File: src/pkg/gst_pkg.sv
package gst_pkg;

    localparam int unsigned PCLK_HZ = 50000000;
    localparam int unsigned INSTR_HZ = 12500000;
    localparam int unsigned INSTR_DIV = PCLK_HZ / INSTR_HZ;
    localparam logic [1:0] INSTR_DIV_LAST = 2'(INSTR_DIV - 1);

    localparam logic [7:0] OFS_TIMER_CONTROL = 8'h00;
    localparam logic [7:0] OFS_COUNT_LOW_BYTE = 8'h04;
    localparam logic [7:0] OFS_COUNT_HIGH_BYTE = 8'h08;
    localparam logic [7:0] OFS_GATE_CONFIG = 8'h0c;
    localparam logic [7:0] OFS_IRQ_CONTROL = 8'h10;
    localparam logic [7:0] OFS_CC_PAIR = 8'h14;
    localparam logic [7:0] OFS_CC_CONTROL = 8'h18;

    localparam logic [7:0] TIMER_CONTROL_RESET = 8'h00;
    localparam logic [15:0] COUNT_MAX = 16'hffff;
    localparam logic [15:0] COUNT_ZERO = 16'h0000;
    localparam logic [15:0] COUNT_STEP = 16'h0001;
    localparam logic [15:0] ISR_VECTOR = 16'h0004;
    localparam logic [15:0] NO_VECTOR = 16'h0000;

    localparam int unsigned IRQ_FLAG_BIT = 0;
    localparam int unsigned IRQ_TIE_BIT = 1;
    localparam int unsigned IRQ_PERIPHERAL_IRQ_ENABLE_BIT = 2;
    localparam int unsigned IRQ_GIE_BIT = 3;
    localparam int unsigned CC_CAPTURE_BIT = 0;
    localparam int unsigned CC_COMPARE_BIT = 1;
    localparam int unsigned CC_SPECIAL_BIT = 2;
    localparam int unsigned CC_FLAG_BIT = 3;

    localparam int unsigned PIN_COUNT = 0;
    localparam int unsigned PIN_LPOSC = 1;
    localparam int unsigned PIN_GATE = 2;
    localparam int unsigned PIN_COMP = 3;
    localparam int unsigned PIN_NUM = 4;

    localparam logic [1:0] PRESCALE_DIV1 = 2'h0;
    localparam logic [1:0] PRESCALE_DIV2 = 2'h1;
    localparam logic [1:0] PRESCALE_DIV4 = 2'h2;
    localparam logic [2:0] PRESCALE_LAST1 = 3'h0;
    localparam logic [2:0] PRESCALE_LAST2 = 3'h1;
    localparam logic [2:0] PRESCALE_LAST4 = 3'h3;
    localparam logic [2:0] PRESCALE_LAST8 = 3'h7;

    typedef struct packed {
        logic gate_polarity;
        logic gate_enable;
        logic [1:0] input_prescale_select;
        logic low_power_osc_enable;
        logic external_sync_disable;
        logic clock_source_select;
        logic timer_on;
    } gst_ctrl_s;

    typedef struct packed {
        logic rollover_irq;
        logic wake;
        logic compare_event;
        logic timer_clk_tick;
    } gst_event_s;

endpackage : gst_pkg

File: src/gst_timer.sv
`timescale 1ns/1ps

module gst_timer (
    input wire logic pclk,
    input wire logic presetn,
    input wire logic psel,
    input wire logic penable,
    input wire logic pwrite,
    input wire logic [7:0] paddr,
    input wire logic [31:0] pwdata,
    output logic [31:0] prdata,
    output logic pready,
    output logic pslverr,
    input wire logic external_count_input,
    input wire logic lp_osc_input,
    input wire logic gate_pin,
    input wire logic second_comparator_output,
    input wire logic capture_event,
    input wire logic core_sleep,
    output logic lp_osc_run,
    output logic [15:0] wake_vector,
    output gst_pkg::gst_event_s events
);
    import gst_pkg::*;

    gst_ctrl_s ctrl_q;
    logic gate_source_select_q;
    logic [15:0] count_q;
    logic [2:0] prescale_q;
    logic rollover_flag_q;
    logic rollover_irq_enable_q;
    logic peripheral_irq_enable_q;
    logic global_irq_enable_q;
    logic [15:0] cc_pair_q;
    logic capture_mode_q;
    logic compare_mode_q;
    logic special_enable_q;
    logic compare_flag_q;
    logic match_q;
    logic [1:0] instr_div_q;
    logic timer_on_q;
    logic fell_seen_q;
    logic pready_q;
    logic pslverr_q;
    logic [31:0] prdata_q;
    logic lp_osc_run_q;
    logic [15:0] wake_vector_q;
    gst_event_s events_q;

    logic [PIN_NUM-1:0] pin_raw;
    logic [PIN_NUM-1:0] pin_lvl_q;
    logic [PIN_NUM-1:0] pin_prev_q;

    assign pin_raw[PIN_COUNT] = external_count_input;
    assign pin_raw[PIN_LPOSC] = lp_osc_input;
    assign pin_raw[PIN_GATE] = gate_pin;
    assign pin_raw[PIN_COMP] = second_comparator_output;

    // Each pin is caught by three flops; a level is accepted once the last two agree.
    genvar gi;
    generate
        for (gi = 0; gi < PIN_NUM; gi++) begin : g_pin
            logic s1_q;
            logic s2_q;
            logic s3_q;
            always_ff @(posedge pclk or negedge presetn) begin
                if (!presetn) begin
                    s1_q <= 1'b0;
                    s2_q <= 1'b0;
                    s3_q <= 1'b0;
                    pin_lvl_q[gi] <= 1'b0;
                    pin_prev_q[gi] <= 1'b0;
                end else begin
                    s1_q <= pin_raw[gi];
                    s2_q <= s1_q;
                    s3_q <= s2_q;
                    if (s2_q == s3_q) begin
                        pin_lvl_q[gi] <= s3_q;
                    end
                    pin_prev_q[gi] <= pin_lvl_q[gi];
                end
            end
        end
    endgenerate

    logic apb_setup;
    logic apb_done;
    logic wr_done;
    logic wr_ctrl;
    logic wr_low;
    logic wr_high;
    logic wr_cnt;
    logic addr_ok;
    assign apb_setup = psel && penable && !pready_q;
    assign apb_done = psel && penable && pready_q;
    assign wr_done = apb_done && pwrite && !pslverr_q;
    assign wr_ctrl = wr_done && (paddr == OFS_TIMER_CONTROL);
    assign wr_low = wr_done && (paddr == OFS_COUNT_LOW_BYTE);
    assign wr_high = wr_done && (paddr == OFS_COUNT_HIGH_BYTE);
    assign wr_cnt = wr_low || wr_high;
    assign addr_ok = (paddr == OFS_TIMER_CONTROL) || (paddr == OFS_COUNT_LOW_BYTE) ||
                     (paddr == OFS_COUNT_HIGH_BYTE) || (paddr == OFS_GATE_CONFIG) ||
                     (paddr == OFS_IRQ_CONTROL) || (paddr == OFS_CC_PAIR) || (paddr == OFS_CC_CONTROL);

    logic [31:0] rd_mux;
    always_comb begin
        rd_mux = 32'h0000_0000;
        case (paddr)
            OFS_TIMER_CONTROL: rd_mux[7:0] = ctrl_q;
            OFS_COUNT_LOW_BYTE: rd_mux[7:0] = count_q[7:0];
            OFS_COUNT_HIGH_BYTE: rd_mux[7:0] = count_q[15:8];
            OFS_GATE_CONFIG: rd_mux[0] = gate_source_select_q;
            OFS_IRQ_CONTROL: rd_mux[3:0] = {global_irq_enable_q, peripheral_irq_enable_q,
                                            rollover_irq_enable_q, rollover_flag_q};
            OFS_CC_PAIR: rd_mux[15:0] = cc_pair_q;
            OFS_CC_CONTROL: rd_mux[3:0] = {compare_flag_q, special_enable_q, compare_mode_q, capture_mode_q};
            default: rd_mux = 32'h0000_0000;
        endcase
    end

    // Every access holds one wait state; the answer is latched with pready.
    always_ff @(posedge pclk or negedge presetn) begin
        if (!presetn) begin
            pready_q <= 1'b0;
            pslverr_q <= 1'b0;
            prdata_q <= 32'h0000_0000;
        end else begin
            pready_q <= apb_setup;
            pslverr_q <= apb_setup && !addr_ok;
            if (apb_setup) begin
                prdata_q <= pwrite ? 32'h0000_0000 : rd_mux;
            end
        end
    end

    always_ff @(posedge pclk or negedge presetn) begin
        if (!presetn) begin
            ctrl_q <= TIMER_CONTROL_RESET;
            gate_source_select_q <= 1'b0;
            rollover_irq_enable_q <= 1'b0;
            peripheral_irq_enable_q <= 1'b0;
            global_irq_enable_q <= 1'b0;
            capture_mode_q <= 1'b0;
            compare_mode_q <= 1'b0;
            special_enable_q <= 1'b0;
        end else if (wr_done) begin
            case (paddr)
                OFS_TIMER_CONTROL: ctrl_q <= pwdata[7:0];
                OFS_GATE_CONFIG: gate_source_select_q <= pwdata[0];
                OFS_IRQ_CONTROL: begin
                    rollover_irq_enable_q <= pwdata[IRQ_TIE_BIT];
                    peripheral_irq_enable_q <= pwdata[IRQ_PERIPHERAL_IRQ_ENABLE_BIT];
                    global_irq_enable_q <= pwdata[IRQ_GIE_BIT];
                end
                OFS_CC_CONTROL: begin
                    capture_mode_q <= pwdata[CC_CAPTURE_BIT];
                    compare_mode_q <= pwdata[CC_COMPARE_BIT];
                    special_enable_q <= pwdata[CC_SPECIAL_BIT];
                end
                default: ;
            endcase
        end
    end

    // Instruction clock enable at a quarter of pclk.
    logic instr_tick;
    assign instr_tick = (instr_div_q == INSTR_DIV_LAST);
    always_ff @(posedge pclk or negedge presetn) begin
        if (!presetn) begin
            instr_div_q <= 2'h0;
        end else begin
            instr_div_q <= 2'(instr_div_q + 2'h1);
        end
    end

    logic ext_lvl;
    logic ext_prev;
    logic ext_rise;
    logic ext_fall;
    assign ext_lvl = ctrl_q.low_power_osc_enable ? pin_lvl_q[PIN_LPOSC] : pin_lvl_q[PIN_COUNT];
    assign ext_prev = ctrl_q.low_power_osc_enable ? pin_prev_q[PIN_LPOSC] : pin_prev_q[PIN_COUNT];
    assign ext_rise = ext_lvl && !ext_prev;
    assign ext_fall = !ext_lvl && ext_prev;

    always_ff @(posedge pclk or negedge presetn) begin
        if (!presetn) begin
            timer_on_q <= 1'b0;
            fell_seen_q <= 1'b0;
        end else begin
            timer_on_q <= ctrl_q.timer_on;
            if (wr_cnt || (ctrl_q.timer_on && !timer_on_q)) begin
                fell_seen_q <= 1'b0;
            end else if (ext_fall) begin
                fell_seen_q <= 1'b1;
            end
        end
    end

    logic async_mode;
    logic awake_ok;
    logic src_tick;
    logic gate_raw;
    logic gate_active;
    logic run;
    logic [2:0] prescale_last;
    logic pre_tick;
    logic inc;
    assign async_mode = ctrl_q.clock_source_select && ctrl_q.external_sync_disable;
    assign awake_ok = !core_sleep || async_mode;
    assign src_tick = ctrl_q.clock_source_select ? (ext_rise && fell_seen_q) : instr_tick;
    assign gate_raw = gate_source_select_q ? pin_lvl_q[PIN_COMP] : pin_lvl_q[PIN_GATE];
    assign gate_active = ctrl_q.gate_polarity ? gate_raw : !gate_raw;
    assign run = ctrl_q.timer_on && (!ctrl_q.gate_enable || gate_active) && awake_ok;

    always_comb begin
        case (ctrl_q.input_prescale_select)
            PRESCALE_DIV1: prescale_last = PRESCALE_LAST1;
            PRESCALE_DIV2: prescale_last = PRESCALE_LAST2;
            PRESCALE_DIV4: prescale_last = PRESCALE_LAST4;
            default: prescale_last = PRESCALE_LAST8;
        endcase
    end
    assign pre_tick = run && src_tick && (prescale_q >= prescale_last);
    assign inc = pre_tick;

    always_ff @(posedge pclk or negedge presetn) begin
        if (!presetn) begin
            prescale_q <= 3'h0;
        end else if (wr_cnt) begin
            prescale_q <= 3'h0;
        end else if (run && src_tick) begin
            prescale_q <= pre_tick ? 3'h0 : 3'(prescale_q + 3'h1);
        end
    end

    logic match;
    logic match_rise;
    logic special_clear;
    logic wrap;
    assign match = compare_mode_q && (count_q == cc_pair_q);
    assign match_rise = match && !match_q;
    assign special_clear = match_rise && special_enable_q;
    assign wrap = inc && (count_q == COUNT_MAX) && !special_clear;

    always_ff @(posedge pclk or negedge presetn) begin
        if (!presetn) begin
            count_q <= COUNT_ZERO;
        end else if (wr_cnt) begin
            if (wr_low) begin
                count_q[7:0] <= pwdata[7:0];
            end else begin
                count_q[15:8] <= pwdata[7:0];
            end
        end else if (special_clear) begin
            count_q <= COUNT_ZERO;
        end else if (inc) begin
            count_q <= 16'(count_q + COUNT_STEP);
        end
    end

    logic flag_clear;
    logic cflag_clear;
    assign flag_clear = wr_done && (paddr == OFS_IRQ_CONTROL) && !pwdata[IRQ_FLAG_BIT];
    assign cflag_clear = wr_done && (paddr == OFS_CC_CONTROL) && !pwdata[CC_FLAG_BIT];

    // A flag being set in the same cycle as a software clear stays set.
    always_ff @(posedge pclk or negedge presetn) begin
        if (!presetn) begin
            rollover_flag_q <= 1'b0;
            compare_flag_q <= 1'b0;
            match_q <= 1'b0;
        end else begin
            match_q <= match;
            if (wrap && !wr_cnt) begin
                rollover_flag_q <= 1'b1;
            end else if (flag_clear) begin
                rollover_flag_q <= 1'b0;
            end
            if (match_rise) begin
                compare_flag_q <= 1'b1;
            end else if (cflag_clear) begin
                compare_flag_q <= 1'b0;
            end
        end
    end

    always_ff @(posedge pclk or negedge presetn) begin
        if (!presetn) begin
            cc_pair_q <= COUNT_ZERO;
        end else if (capture_mode_q && capture_event) begin
            cc_pair_q <= count_q;
        end else if (wr_done && (paddr == OFS_CC_PAIR)) begin
            cc_pair_q <= pwdata[15:0];
        end
    end

    logic irq_d;
    logic wake_d;
    assign irq_d = rollover_flag_q && rollover_irq_enable_q && peripheral_irq_enable_q && global_irq_enable_q;
    assign wake_d = core_sleep && ctrl_q.timer_on && rollover_flag_q && rollover_irq_enable_q &&
                    peripheral_irq_enable_q;

    always_ff @(posedge pclk or negedge presetn) begin
        if (!presetn) begin
            events_q <= '0;
            lp_osc_run_q <= 1'b0;
            wake_vector_q <= NO_VECTOR;
        end else begin
            events_q.rollover_irq <= irq_d;
            events_q.wake <= wake_d;
            events_q.compare_event <= match_rise;
            events_q.timer_clk_tick <= run && src_tick;
            lp_osc_run_q <= ctrl_q.low_power_osc_enable;
            wake_vector_q <= global_irq_enable_q ? ISR_VECTOR : NO_VECTOR;
        end
    end

    assign prdata = prdata_q;
    assign pready = pready_q;
    assign pslverr = pslverr_q;
    assign lp_osc_run = lp_osc_run_q;
    assign wake_vector = wake_vector_q;
    assign events = events_q;

    a_wrap_sets_flag: assert property (@(posedge pclk) disable iff (!presetn)
        wrap && !wr_cnt |=> rollover_flag_q && (count_q == COUNT_ZERO))
        else $error("Wrap did not zero the counter and set the flag.");

    a_flag_holds: assert property (@(posedge pclk) disable iff (!presetn)
        rollover_flag_q && !flag_clear |=> rollover_flag_q)
        else $error("Rollover flag dropped without a clear.");

    a_irq_gated: assert property (@(posedge pclk) disable iff (!presetn)
        events_q.rollover_irq |-> $past(rollover_flag_q) && $past(global_irq_enable_q) &&
            $past(peripheral_irq_enable_q) && $past(rollover_irq_enable_q))
        else $error("Interrupt raised without every enable set.");

    a_off_no_count: assert property (@(posedge pclk) disable iff (!presetn)
        !ctrl_q.timer_on && !wr_cnt && !special_clear |=> $stable(count_q))
        else $error("Counter moved while stopped.");

    a_sleep_frozen: assert property (@(posedge pclk) disable iff (!presetn)
        core_sleep && !async_mode && !wr_cnt && !special_clear |=> $stable(count_q))
        else $error("Counter advanced in sleep outside asynchronous mode.");

    a_special_no_flag: assert property (@(posedge pclk) disable iff (!presetn)
        special_clear && !wr_cnt && !rollover_flag_q |=> (count_q == COUNT_ZERO) && !rollover_flag_q)
        else $error("Special clear failed or set the rollover flag.");

    a_write_wins: assert property (@(posedge pclk) disable iff (!presetn)
        wr_low |=> count_q[7:0] == $past(pwdata[7:0]))
        else $error("Counter byte write lost.");

    a_prescale_clear: assert property (@(posedge pclk) disable iff (!presetn)
        wr_cnt |=> prescale_q == 3'h0)
        else $error("Prescaler not cleared by counter write.");

    a_gate_blocks: assert property (@(posedge pclk) disable iff (!presetn)
        ctrl_q.gate_enable && !gate_active |-> !inc)
        else $error("Counter ticked with the gate closed.");

    a_capture_copy: assert property (@(posedge pclk) disable iff (!presetn)
        capture_mode_q && capture_event |=> cc_pair_q == $past(count_q))
        else $error("Capture did not copy the counter.");

    a_apb_wait: assert property (@(posedge pclk) disable iff (!presetn)
        psel && !penable ##1 psel && penable |-> !pready ##1 pready)
        else $error("Bus answer not after exactly one wait state.");

endmodule : gst_timer

File: config.mk
export PLATFORM = sky130hd
export DESIGN_NAME = gst_timer
export DESIGN_NICKNAME = d
export VERILOG_FILES = /design/src/pkg/gst_pkg.sv /design/src/gst_timer.sv
export SDC_FILE = /design/constraint.sdc
export NUM_CORES = 1
export LEC_CHECK = 0
export BUFFER_PORTS_ARGS = -buffer_cell sky130_fd_sc_hd__buf_2
export CORE_MARGIN = 5
export CORE_UTILIZATION = 35
export DETAILED_ROUTE_END_ITERATION = 7
export GPL_TIMING_DRIVEN = 0
export PLACE_DENSITY = 0.52
export SYNTH_ARGS = -nofsm -noshare
export SYNTH_HDL_FRONTEND = slang
export SYNTH_SLANG_ARGS = --single-unit
File: constraint.sdc
create_clock -name pclk -period 6.35 [get_ports pclk]
set_input_delay 1.27 -clock pclk [delete_from_list [all_inputs] [get_ports pclk]]
set_output_delay 1.27 -clock pclk [all_outputs]
set_load 0.1 [all_outputs]
==> results.yml <==
outcome:
  status: "finished clean"
timing:
  fin_crit_ns: 3.39
  hold_viol: 0
  post-route-period-util: 0.533
  worst_pin_slew_ns: 0.987
  slew_headroom: 0.325
  fmax_ghz: 0.295
  drv_slew: 0
  setup_tns_ns: 0
  setup_viol: 0
  fin_worst_skew_ns: 0.00657
  rsz0062_at_grt: "no"
placed_design:
  dp_hpwl_um: 10400
  finalWeightedCongestion: 0.892
  dp.cells: 762
  io_buffers: 57
finish:
  layout.nets: 646
  fill_cells: 1442
  multi_input_area_um2: 2310
  fin_cells: 778
  seq_area_um2: 2480
  n_antenna_cell: 0
  syn2layout_area_growth_pct: 19.1
  drive_above_1_share: 0.229
grt:
  grt_start_max_net_pins: 69
  grt_use_met1: 0.242
  grt_pass1_vias: 3922
  grt_overflow: 0
  gr-usage-met2: 0.266
  grt_pass1_wl_um: 21900
  gr-max-usage-layer: "met2"
  grtUsageMet3: 0.0254
  track_usage: 0.168
  antenna_found_initial: 0
synth:
  synth_top_area_frac: 0.490
  synthCells: 490
  synth_area_per_cell_um2: 10.3
  synth_most_common_cell: "dfrtp_1"
  async_reset_ff_frac: 1.00
  synth_common_cells: "dfrtp_1 (99), nor2_1 (39), nand2_1 (36)"
  synth_ff_type: "dfrtp_1"
  yosysWarnings: 0
  ys_seq_area_frac: 0.490
  ys_ff_latch: 99
  synth_edf_count: 0
  synth.distinct_cells: 62
  synth_top_cell_by_area: "dfrtp_1"
  synth_area_leaders: "dfrtp_1 (49%), mux2i_1 (5.1%), buf_4 (4.8%)"
  syn_area_um2: 5050
power:
  seqPwrFrac: 0.459
  peakVddDrop_mv: 0.112
  total_power_mw: 1.53
  pwr-share-comb: 0.173
  switching_share: 0.309
  clock_power_share: 0.368
  internal_power_mw: 1.06
  leakage_nw: 3.05
  switchingPower_uw: 472
  power_density_nw_per_um2: 254
clocking:
  clkLatencyLatePin_ns: 0.34
  cts_buffer_depth: 2
  clock-root-buffer: "clkbuf_16"
  cts_buffers: 9
  postCtsSetupRepairBufs: 0
  cts.clk_slew.worst_paths_ns: 0.07
  cts-resized-gates: 0
  cts_tree: "built"
  cts.sinks: 99
  h-tree-depth: 3
  hold_buffers: 0
critical_path:
  startpoint_type: "input pin"
  end_kind: "flop"
  critPathMaxFanout: 9
  rrSetupSlack_ns: 3.75
  path_cells: "buf_2 -> nor3_2 -> nand2_2 -> nor4b_4 -> nand2_1 -> a21oi_2 -> nor3b_1 -> a211o_1"
  crit_arrival_ns: 3.61
  r2r_end: "count_q[11]$_DFFE_PN0P_"
  path_class: "input pin to flop"
  r2r_cells: 9
  max_stage_delay_ns: 0.57
  crit_family: "simple AND/OR/NAND/NOR gates"
  path_buf_inv: 1
  worst_ep_required_time_ns: 6.58
  slowest_stage: "nor4b_4"
  worstReg2RegStart: "ctrl_q[4]$_DFFE_PN0P_"
detailed_routing:
  first_pass_iters: 5
  dr.first_iter.drc_count: 356
  drtAntennaViolNets: 0
  num_vias: 3998
  routed_wl_um: 13700
  drc: 0
  avgViaCountPerCell: 5.14
  wl_per_cell_um: 17.6
floorplanning:
  io_pins: 106
  die_h_um: 130
  start_util: 0.352
  row_count: 44
  die-area_um2: 16900
  die-width_um: 130
  core_area_um2: 14400
min_path:
  hold_start: "g_pin[3].s1_q$_DFF_PN0_"
  hold_path.class: "flop to flop"
  hold_depth: 0
  min_to: "g_pin[3].s2_q$_DFF_PN0_"
flow_run:
  cap_violations: 0
-- area by class of cell --
type | count | area share
Clock buffer | 9 | 0.0374
Buffer | 48 | 0.0507
Multi-Input combinational cell | 353 | 0.383
Timing Repair Buffer | 58 | 0.0524
Inverter | 20 | 0.0125
Tap cell | 184 | 0.0382
Clock inverter | 7 | 0.0137
Sequential cell | 99 | 0.412
-- kinds of logic (layout without fill, tap and decap cells) --
| logic type | after synthesis | in the layout | synth area share |
|---|---|---|---|
| and+or+nand+nor | 157 | 157 | 0.165 |
| xor gates and xnor gates | 12 | 12 | 0.0208 |
| adders and majority gates | 10 | 10 | 0.0228 |
| DFF | 99 | 99 | 0.490 |
| muxes | 39 | 39 | 0.0805 |
| buffers and inverters | 68 | 142 | 0.0753 |
| other | 1 | 31 | 0.000742 |
| AOI/OAI and AO/OA | 104 | 104 | 0.145 |
-- power by group through the flow --
stage	Combinational, mW	Sequential, mW	Clock, mW
3_5_place_dp	0.264	0.713	0
5_1_grt	0.295	0.706	0.605
4_1_cts	0.265	0.701	0.579
6_report	0.264	0.702	0.562
3_3_place_gp	0.257	0.711	0
2_1_floorplan	0.199	0.704	0
-- how the worst max path moves through the flow --
stage                                  end  slack (ns)     start  cells after the start
floorplan           count_q[4]$_DFFE_PN0P_        3.31  paddr[5]                      7
global placement    count_q[2]$_DFFE_PN0P_        2.65  paddr[5]                      8
detailed placement  count_q[5]$_DFFE_PN0P_        2.59  paddr[5]                      8
CTS                 count_q[5]$_DFFE_PN0P_        2.95  paddr[5]                      8
global route        count_q[5]$_DFFE_PN0P_        2.80  paddr[5]                      8
finish              count_q[5]$_DFFE_PN0P_        2.96  paddr[5]                      8
-- placed cells by master (no fill, tap or decap), types with 4 or more instances in the layout --
cell type  instances
a21oi_1           23
clkbuf_1          12
buf_4             33
maj3_1             4
a31oi_1            4
nand2_1           36
o21ai_1            4
buf_2             60
a22o_1            15
o22ai_1            5
a221oi_1           4
a211o_1            5
o21ai_0           15
or3_1              7
nand4_1            5
nor2_1            39
conb_1            31
inv_1             18
mux2_2            10
mux2i_1           26
and3_1             7
nand3_1           15
and2_1             4
xnor2_1           11
ha_1               6
a222oi_1           4
nor3_1            13
dfrtp_1           99
clkbuf_16          9
nand2b_1           5
-- worst reg2reg max path: cells and delay by family (launching register included) --
| family | cells | cell delay (ns) |
|---|---|---|
| and+or+nand+nor | 6 | 1.19 |
| AOI/OAI and AO/OA | 1 | 0.48 |
| DFF | 1 | 0.43 |
| adders and majority gates | 1 | 0.28 |
| buffers and inverters | 1 | 0.17 |
-- flip-flops by register name, summed over array words and instances (netlist names), 2 cells and up --
register and flops:
g_pin.s2_q 4, cc_pair_q 16, instr_div_q 2, g_pin.s3_q 4, prescale_q 3, ctrl_q 8, prdata 16, pin_lvl_q 4
pin_prev_q 2, g_pin.s1_q 4, events 4, count_q 16
-- metrics by stage --
step / area, um2 / hold slack (ns) / utilization / setup WS, ns
6_report: 6020 / 0.348 / 0.419 / 2.96
5_1_grt: 6020 / 0.357 / 0.419 / 2.80
4_1_cts: 6020 / 0.351 / 0.419 / 2.95
3_5_place_dp: 5710 / 0.335 / 0.398 / 2.59
3_3_place_gp: 5680 / 0.333 / 0.395 / 2.65
2_1_floorplan: 5170 / 0.331 / - / 3.31
-- metal layers --
metal	routed length, um	vias up
met4	199	0
met1	6240	1934
li1	-	1909
met5	0	-
met2	6310	141
met3	943	14
Note: power is estimated with default switching activity, not from simulation.
